$ cat config.mk
export PLATFORM = sky130hd
export DESIGN_NAME = tlic_core
export DESIGN_NICKNAME = d
export VERILOG_FILES = /design/src/inc/tlic_pkg.sv /design/src/hdl/tlic_core.sv
export SDC_FILE = /design/constraint.sdc
export NUM_CORES = 1
export LEC_CHECK = 0
export ABC_AREA = 0
export BUFFER_PORTS_ARGS = -buffer_cell sky130_fd_sc_hd__clkbuf_2
export CAP_MARGIN = 10
export CORE_ASPECT_RATIO = 0.6
export CORE_UTILIZATION = 53
export CTS_BUF_LIST = sky130_fd_sc_hd__clkbuf_4 sky130_fd_sc_hd__clkbuf_8 sky130_fd_sc_hd__clkbuf_16
export DETAILED_ROUTE_END_ITERATION = 10
export GPL_TIMING_DRIVEN = 1
export HOLD_SLACK_MARGIN = 0.02
export PLACE_DENSITY = 0.79
export SLEW_MARGIN = 25
export SYNTH_ARGS = -nofsm -noshare
export SYNTH_HDL_FRONTEND = slang
export SYNTH_SLANG_ARGS = --single-unit
$ cat constraint.sdc
create_clock -name aclk -period 2.48 [get_ports aclk]
set_clock_uncertainty 0.15 [all_clocks]
set_input_delay 0.372 -clock aclk [delete_from_list [all_inputs] [get_ports aclk]]
set_output_delay 0.372 -clock aclk [all_outputs]
set_load 0.01 [all_outputs]
$ cat src/inc/tlic_pkg.sv
// Package for the two-level interrupt controller: register map, field positions,
// reset values and vector addresses.
// Assumes a single clock domain and an AXI4-Lite register bus with 32-bit data.
package tlic_pkg;

   // ----------------------------------------------------------------------
   // Sizes
   // ----------------------------------------------------------------------
   localparam int unsigned NUM_SRC  = 16;
   localparam int unsigned ADDR_W   = 8;
   localparam int unsigned DATA_W   = 32;

   // ----------------------------------------------------------------------
   // Register byte offsets
   // ----------------------------------------------------------------------
   localparam logic [ADDR_W-1:0] CONTROL_OFS  = 8'h00;
   localparam logic [ADDR_W-1:0] FLAG_OFS     = 8'h04;
   localparam logic [ADDR_W-1:0] ENABLE_OFS   = 8'h08;
   localparam logic [ADDR_W-1:0] PRIORITY_OFS = 8'h0C;
   localparam logic [ADDR_W-1:0] STATUS_OFS   = 8'h10;

   // ----------------------------------------------------------------------
   // Control register fields
   // ----------------------------------------------------------------------
   localparam int unsigned CTL_MODE_BIT = 0;
   localparam int unsigned CTL_GH_BIT   = 1;
   localparam int unsigned CTL_GL_BIT   = 2;

   // ----------------------------------------------------------------------
   // Status register fields (read only)
   // ----------------------------------------------------------------------
   localparam int unsigned STS_HIGH_ACT_BIT = 0;
   localparam int unsigned STS_LOW_ACT_BIT  = 1;
   localparam int unsigned STS_REQ_BIT      = 2;
   localparam int unsigned STS_VEC_LSB      = 16;

   // ----------------------------------------------------------------------
   // Sources, vectors and reset values
   // ----------------------------------------------------------------------
   localparam logic [NUM_SRC-1:0] EXT_ZERO_MASK = 16'h0001;
   localparam logic [NUM_SRC-1:0] PERIPH_MASK   = 16'hFFF0;
   localparam logic [15:0]        HIGH_VECTOR   = 16'h0008;
   localparam logic [15:0]        LOW_VECTOR    = 16'h0018;
   localparam logic [NUM_SRC-1:0] FLAG_RST      = 16'h0000;
   localparam logic [NUM_SRC-1:0] ENABLE_RST    = 16'h0000;
   localparam logic [NUM_SRC-1:0] PRIORITY_RST  = 16'hFFFF;

   // ----------------------------------------------------------------------
   // AXI responses
   // ----------------------------------------------------------------------
   localparam logic [1:0] RESP_OKAY   = 2'h0;
   localparam logic [1:0] RESP_SLVERR = 2'h2;

   // ----------------------------------------------------------------------
   // Whole state of the controller
   // ----------------------------------------------------------------------
   typedef struct packed {
      logic               mode;
      logic               gh;
      logic               gl;
      logic [NUM_SRC-1:0] flag;
      logic [NUM_SRC-1:0] en;
      logic [NUM_SRC-1:0] prio;
      logic               high_act;
      logic               low_act;
      logic               req;
      logic               vec_high;
      logic [15:0]        vector;
      logic               awready;
      logic               wready;
      logic               aw_got;
      logic               w_got;
      logic [ADDR_W-1:0]  awaddr;
      logic [DATA_W-1:0]  wdata;
      logic [3:0]         wstrb;
      logic               bvalid;
      logic [1:0]         bresp;
      logic               arready;
      logic               rvalid;
      logic [1:0]         rresp;
      logic [DATA_W-1:0]  rdata;
   } tlic_state_type;

endpackage

$ cat src/hdl/tlic_core.sv
// Two-level interrupt controller: flag, enable and priority bits per source,
// compatibility or two-level arbitration, and vector selection for the core.
// Assumes the core pulses irq_ack when it takes the vector and pulses
// return_from_handler when a handler returns; both synchronous to aclk.
`timescale 1ns/1ps
`default_nettype none

module tlic_core
   import tlic_pkg::*;
(
   input  wire logic               aclk,                // 40 MHz clock
   input  wire logic               aresetn,             // Synchronous reset, low
   input  wire logic [NUM_SRC-1:0] src_event,           // Source event pulses
   input  wire logic               irq_ack,             // Core takes the vector
   input  wire logic               return_from_handler, // Handler return pulse
   output var  logic               irq_request,         // Branch request to core
   output var  logic [15:0]        irq_vector,          // Vector address
   output var  logic               irq_level_high,      // Request is high level
   input  wire logic [ADDR_W-1:0]  s_axi_awaddr,        // Write address
   input  wire logic [2:0]         s_axi_awprot,        // Unused protection
   input  wire logic               s_axi_awvalid,       // Write address valid
   output var  logic               s_axi_awready,       // Write address ready
   input  wire logic [DATA_W-1:0]  s_axi_wdata,         // Write data
   input  wire logic [3:0]         s_axi_wstrb,         // Write byte strobes
   input  wire logic               s_axi_wvalid,        // Write data valid
   output var  logic               s_axi_wready,        // Write data ready
   output var  logic [1:0]         s_axi_bresp,         // Write response
   output var  logic               s_axi_bvalid,        // Write response valid
   input  wire logic               s_axi_bready,        // Write response ready
   input  wire logic [ADDR_W-1:0]  s_axi_araddr,        // Read address
   input  wire logic [2:0]         s_axi_arprot,        // Unused protection
   input  wire logic               s_axi_arvalid,       // Read address valid
   output var  logic               s_axi_arready,       // Read address ready
   output var  logic [DATA_W-1:0]  s_axi_rdata,         // Read data
   output var  logic [1:0]         s_axi_rresp,         // Read response
   output var  logic               s_axi_rvalid,        // Read data valid
   input  wire logic               s_axi_rready         // Read data ready
);

   tlic_state_type q;
   tlic_state_type d;

   logic [NUM_SRC-1:0] prio_eff;
   logic [NUM_SRC-1:0] armed;
   logic [NUM_SRC-1:0] hi_elig;
   logic [NUM_SRC-1:0] lo_elig;
   logic [NUM_SRC-1:0] wmask;
   logic [NUM_SRC-1:0] wval;
   logic               taken;
   logic [DATA_W-1:0]  rd_word;
   logic               rd_hit;

   // ----------------------------------------------------------------------
   // Arbitration
   // ----------------------------------------------------------------------
   always_comb
   begin
      prio_eff = q.prio | EXT_ZERO_MASK;
      armed    = q.flag & q.en;
      if (!q.mode)
      begin
         // Priority bits are ignored; everything is treated as one level.
         hi_elig = armed & (~PERIPH_MASK | {NUM_SRC{q.gl}})
                   & {NUM_SRC{q.gh}};
         lo_elig = '0;
      end
      else
      begin
         hi_elig = armed & prio_eff & {NUM_SRC{q.gh}};
         lo_elig = armed & ~prio_eff & {NUM_SRC{q.gh & q.gl}}
                   & {NUM_SRC{~q.high_act}};
      end
   end

   // ----------------------------------------------------------------------
   // Register read decode
   // ----------------------------------------------------------------------
   always_comb
   begin
      rd_word = '0;
      rd_hit  = 1'b1;
      unique case (s_axi_araddr)
         CONTROL_OFS:
         begin
            rd_word[CTL_MODE_BIT] = q.mode;
            rd_word[CTL_GH_BIT]   = q.gh;
            rd_word[CTL_GL_BIT]   = q.gl;
         end
         FLAG_OFS:     rd_word[NUM_SRC-1:0] = q.flag;
         ENABLE_OFS:   rd_word[NUM_SRC-1:0] = q.en;
         PRIORITY_OFS: rd_word[NUM_SRC-1:0] = prio_eff;
         STATUS_OFS:
         begin
            rd_word[STS_HIGH_ACT_BIT]         = q.high_act;
            rd_word[STS_LOW_ACT_BIT]          = q.low_act;
            rd_word[STS_REQ_BIT]              = q.req;
            rd_word[STS_VEC_LSB +: 16]        = q.vector;
         end
         default:      rd_hit = 1'b0;
      endcase
   end

   // ----------------------------------------------------------------------
   // Next state
   // ----------------------------------------------------------------------
   always_comb
   begin
      d     = q;
      wmask = {{8{q.wstrb[1]}}, {8{q.wstrb[0]}}};
      wval  = q.wdata[NUM_SRC-1:0];
      taken = irq_ack & q.req;

      // Write channel: address and data are taken independently.
      if (s_axi_awvalid && q.awready)
      begin
         d.aw_got  = 1'b1;
         d.awaddr  = s_axi_awaddr;
         d.awready = 1'b0;
      end
      if (s_axi_wvalid && q.wready)
      begin
         d.w_got  = 1'b1;
         d.wdata  = s_axi_wdata;
         d.wstrb  = s_axi_wstrb;
         d.wready = 1'b0;
      end
      if (q.bvalid && s_axi_bready)
      begin
         d.bvalid  = 1'b0;
         d.awready = 1'b1;
         d.wready  = 1'b1;
      end

      // Software writes land first, so a hardware response in the same cycle wins.
      if (q.aw_got && q.w_got && !q.bvalid)
      begin
         d.aw_got = 1'b0;
         d.w_got  = 1'b0;
         d.bvalid = 1'b1;
         d.bresp  = RESP_OKAY;
         unique case (q.awaddr)
            CONTROL_OFS:
            begin
               if (q.wstrb[0])
               begin
                  d.mode = q.wdata[CTL_MODE_BIT];
                  d.gh   = q.wdata[CTL_GH_BIT];
                  d.gl   = q.wdata[CTL_GL_BIT];
               end
            end
            FLAG_OFS:     d.flag = q.flag & ~(wmask & wval);
            ENABLE_OFS:   d.en   = (q.en & ~wmask) | (wval & wmask);
            PRIORITY_OFS: d.prio = ((q.prio & ~wmask) | (wval & wmask)) | EXT_ZERO_MASK;
            STATUS_OFS:   d.bresp = RESP_OKAY;
            default:      d.bresp = RESP_SLVERR;
         endcase
      end

      // An event in the clearing cycle is kept.
      d.flag = d.flag | src_event;

      // Read channel.
      if (s_axi_arvalid && q.arready)
      begin
         d.arready = 1'b0;
         d.rvalid  = 1'b1;
         d.rdata   = rd_word;
         d.rresp   = rd_hit ? RESP_OKAY : RESP_SLVERR;
      end
      if (q.rvalid && s_axi_rready)
      begin
         d.rvalid  = 1'b0;
         d.arready = 1'b1;
      end

      // Handler return re-opens the level that was in service.
      if (return_from_handler)
      begin
         if (!q.mode || q.high_act)
         begin
            d.gh       = 1'b1;
            d.high_act = 1'b0;
         end
         else
         begin
            d.gl      = 1'b1;
            d.low_act = 1'b0;
         end
      end

      // Taking the vector closes its level.
      if (taken)
      begin
         if (!q.mode || q.vec_high)
         begin
            d.gh       = 1'b0;
            d.high_act = 1'b1;
         end
         else
         begin
            d.gl      = 1'b0;
            d.low_act = 1'b1;
         end
      end

      // The request drops in the cycle after it is taken so one event cannot
      // be taken twice before the cleared gh or gl bit of its level is seen.
      d.req      = ((|hi_elig) | (|lo_elig)) & ~taken;
      d.vec_high = (|hi_elig) | ~q.mode;
      d.vector   = d.vec_high ? HIGH_VECTOR : LOW_VECTOR;
   end

   // ----------------------------------------------------------------------
   // State register
   // ----------------------------------------------------------------------
   always_ff @(posedge aclk)
   begin
      if (!aresetn)
      begin
         q          <= '0;
         q.mode     <= 1'b0;
         q.flag     <= FLAG_RST;
         q.en       <= ENABLE_RST;
         q.prio     <= PRIORITY_RST;
         q.vec_high <= 1'b1;
         q.vector   <= HIGH_VECTOR;
         q.awready  <= 1'b1;
         q.wready   <= 1'b1;
         q.arready  <= 1'b1;
      end
      else
      begin
         q <= d;
      end
   end

   // ----------------------------------------------------------------------
   // Outputs
   // ----------------------------------------------------------------------
   assign irq_request    = q.req;
   assign irq_vector     = q.vector;
   assign irq_level_high = q.vec_high;
   assign s_axi_awready  = q.awready;
   assign s_axi_wready   = q.wready;
   assign s_axi_bresp    = q.bresp;
   assign s_axi_bvalid   = q.bvalid;
   assign s_axi_arready  = q.arready;
   assign s_axi_rdata    = q.rdata;
   assign s_axi_rresp    = q.rresp;
   assign s_axi_rvalid   = q.rvalid;

endmodule

`default_nettype wire

==> impl_metrics.tcl <==
set metrics [dict create \
    status "finished, final reports clean" \
    placed_area_sq_mm 0.005453 \
    rsz0062_at_grt "no" \
    worst_slew_pin_slew_ns 0.7586 \
    yosysMostFrequentCell "nand2_1" \
    grt_pass1_vias 4090 \
    worstSkewPairLatency_ns 0.35 \
    leakage_nw 2.442 \
    clock_path_buffers 2 \
    post_cts_buffers 0 \
    core_sq_mm 0.009324 \
    async_flop_share 0 \
    h-tree-depth 3 \
    nets 746 \
    drc_errors 0 \
    antenna_left 0 \
    fp.dieArea_sq_mm 0.01018 \
    cts_tree "yes" \
    vias 4343 \
    critPathSlowestCell "or4_4" \
    synth_seq_area_share 0.4178 \
    ctsResizeCount 0 \
    ys_ff_latch 108 \
    start_kind "flip-flop" \
    yosys-top-cells-area "dfxtp_1 (42%), nand2_1 (8.4%), buf_4 (7.8%)" \
    initial_core_util 0.5550 \
    pin_count 142 \
    grt-ovfl-total 0 \
    grt.total_usage 0.2487 \
    powerDensity_mw_per_mm2 624.5 \
    clock-sinks 108 \
    yosysWarningCount 0 \
    cts_hold_buf 0 \
    tns_ns 0 \
    critPathCaptureType "flip-flop" \
    fill_cells 805 \
    io_buffer_count 86 \
    clockRootBuffer "clkbuf_16" \
    cts_made_buffers 9 \
    dpl.hpwl_mm 8.874 \
    antenna_found_initial 0 \
    setup_viol 0 \
    arrival_ns 2.38 \
    slew-limit-headroom 0.4930 \
    dr.pass1.iters 5 \
    row_count 27 \
    maxCapViolCount 0 \
    yosysTopAreaCellShare 0.4178 \
    netlist_area_sq_mm 0.005175 \
    yosysTopAreaCell "dfxtp_1" \
    place_congestion 0.8776 \
    wirelength_mm 12.21 \
    max_freq_ghz 0.4327 \
    worst-setup-path-type "reg2reg" \
    cpPeakStageDelay_ns 0.56 \
    via_per_inst 5.442 \
    fp.dieH_um 78.54 \
    synth.cells.most_frequent "nand2_1 (116), dfxtp_1 (108), buf_4 (54)" \
    path_cells "or4_4, or4_4, nor3b_4, a31oi_1" \
    path_max_fanout 8 \
    fin_crit_sh 0.9318 \
    grt_pass1_wl_mm 19.75 \
    drive_above_1_share 0.2066 \
    ys.flop_type "dfxtp_1" \
    drv_slew 0 \
    synth_edf_count 0 \
    synth_cells 609 \
    hold_viol 0 \
    vdd_drop_max_mv 0.3498 \
    die_w_um 129.6 \
    worst_hold_path_type "in2reg" \
    crit_required_ns 2.55 \
    period_needed_ns 2.311 \
    diodes 0 \
    ys_types 39 \
    synthToLayoutAreaGrowth_pct 11.03 \
    path_clk_slew_ns 0.07 \
    cp_common_cell "or4_4" \
    synth.avg_cell_area_sq_um 8.497 \
    grt_max_degree 61 \
    drt-initial-drc-count 365 \
    wl_per_cell_um 15.30 \
    finalInstanceArea_sq_mm 0.005746 \
]
[stage by stage]
| stage | total power, mW | hold slack, ns | std cells | worst slack, ns | utilization |
|---|---|---|---|---|---|
| global route | 3.709 | 0.08482 | 798 | 0.05824 | 0.6162 |
| floorplan | 2.109 | 0.2900 | 638 | 0.4143 | - |
| global placement | 2.172 | 0.3019 | 782 | 0.2076 | 0.5848 |
| CTS | 3.600 | 0.07613 | 798 | 0.1675 | 0.6162 |
| detailed placement | 2.186 | 0.3104 | 782 | 0.1745 | 0.5848 |
| finish | 3.588 | 0.08273 | 798 | 0.1691 | 0.6162 |
[path summary, 6_finish.rpt]
check        slack (ns)  cells after the start          from      endpoint
max                0.17                      4         q[76]        q[144]
min                0.08                      2  s_axi_wvalid  s_axi_wready
max reg2reg        0.17                      4         q[76]        q[144]
min reg2reg        0.32                      2         q[81]         q[81]
[worst max-delay path: cells and delay by family, from the launching register on]
kind	cells	cell delay, ns
AO/OA/AOI/OAI	1	0.15
AND/OR/NAND/NOR	3	1.57
flip-flops	1	0.31
[where the power goes]
part	internal [mW]	leakage, nW	switching [mW]
Combinational	0.126	1.41	0.176
Clock	0.801	0.146	0.635
Sequential	1.79	0.883	0.0586
Total	2.72	2.44	0.869
[final cells by class]
type	count	area [sq um]	share of cell area
clock inverter	5	52.55	0.009146
tap	130	162.7	0.02831
inverter	24	90.09	0.01568
sequential	108	2162	0.3763
clock buffer	11	240.2	0.04181
timing repair buffer	96	518.0	0.09016
multi-input combinational	424	2520	0.4386
[logic make-up (layout without fill, tap and decap cells)]
| logic type | count (synthesis) | after routing | share of synthesized area |
|---|---|---|---|
| flops | 108 | 108 | 0.4178 |
| other cells | 2 | 31 | 0.001451 |
| compound gates | 138 | 138 | 0.1647 |
| buf+inv | 106 | 136 | 0.1163 |
| mux | 52 | 52 | 0.1047 |
| simple gates | 203 | 203 | 0.1951 |
[per-layer routing]
metal | share of wire | track usage
met4 | 0.0096 | 0.06163
met1 | 0.48 | 0.3381
met3 | 0.062 | 0.06953
met5 | 0 | 0
met2 | 0.45 | 0.3872
[layout by cell type (no fill, tap or decap), types with 9 or more instances in the layout]
cell type,count
nand2_1,116
dfxtp_1,108
clkbuf_2,86
o21ai_0,39
mux2i_1,35
a21boi_0,31
conb_1,31
inv_1,24
a21oi_1,24
nor2b_1,19
a31oi_1,18
mux2_2,17
and2_1,16
nand3_1,15
a22oi_1,13
clkbuf_16,9
buf_4,9
Power figures use the tool's default switching activity.
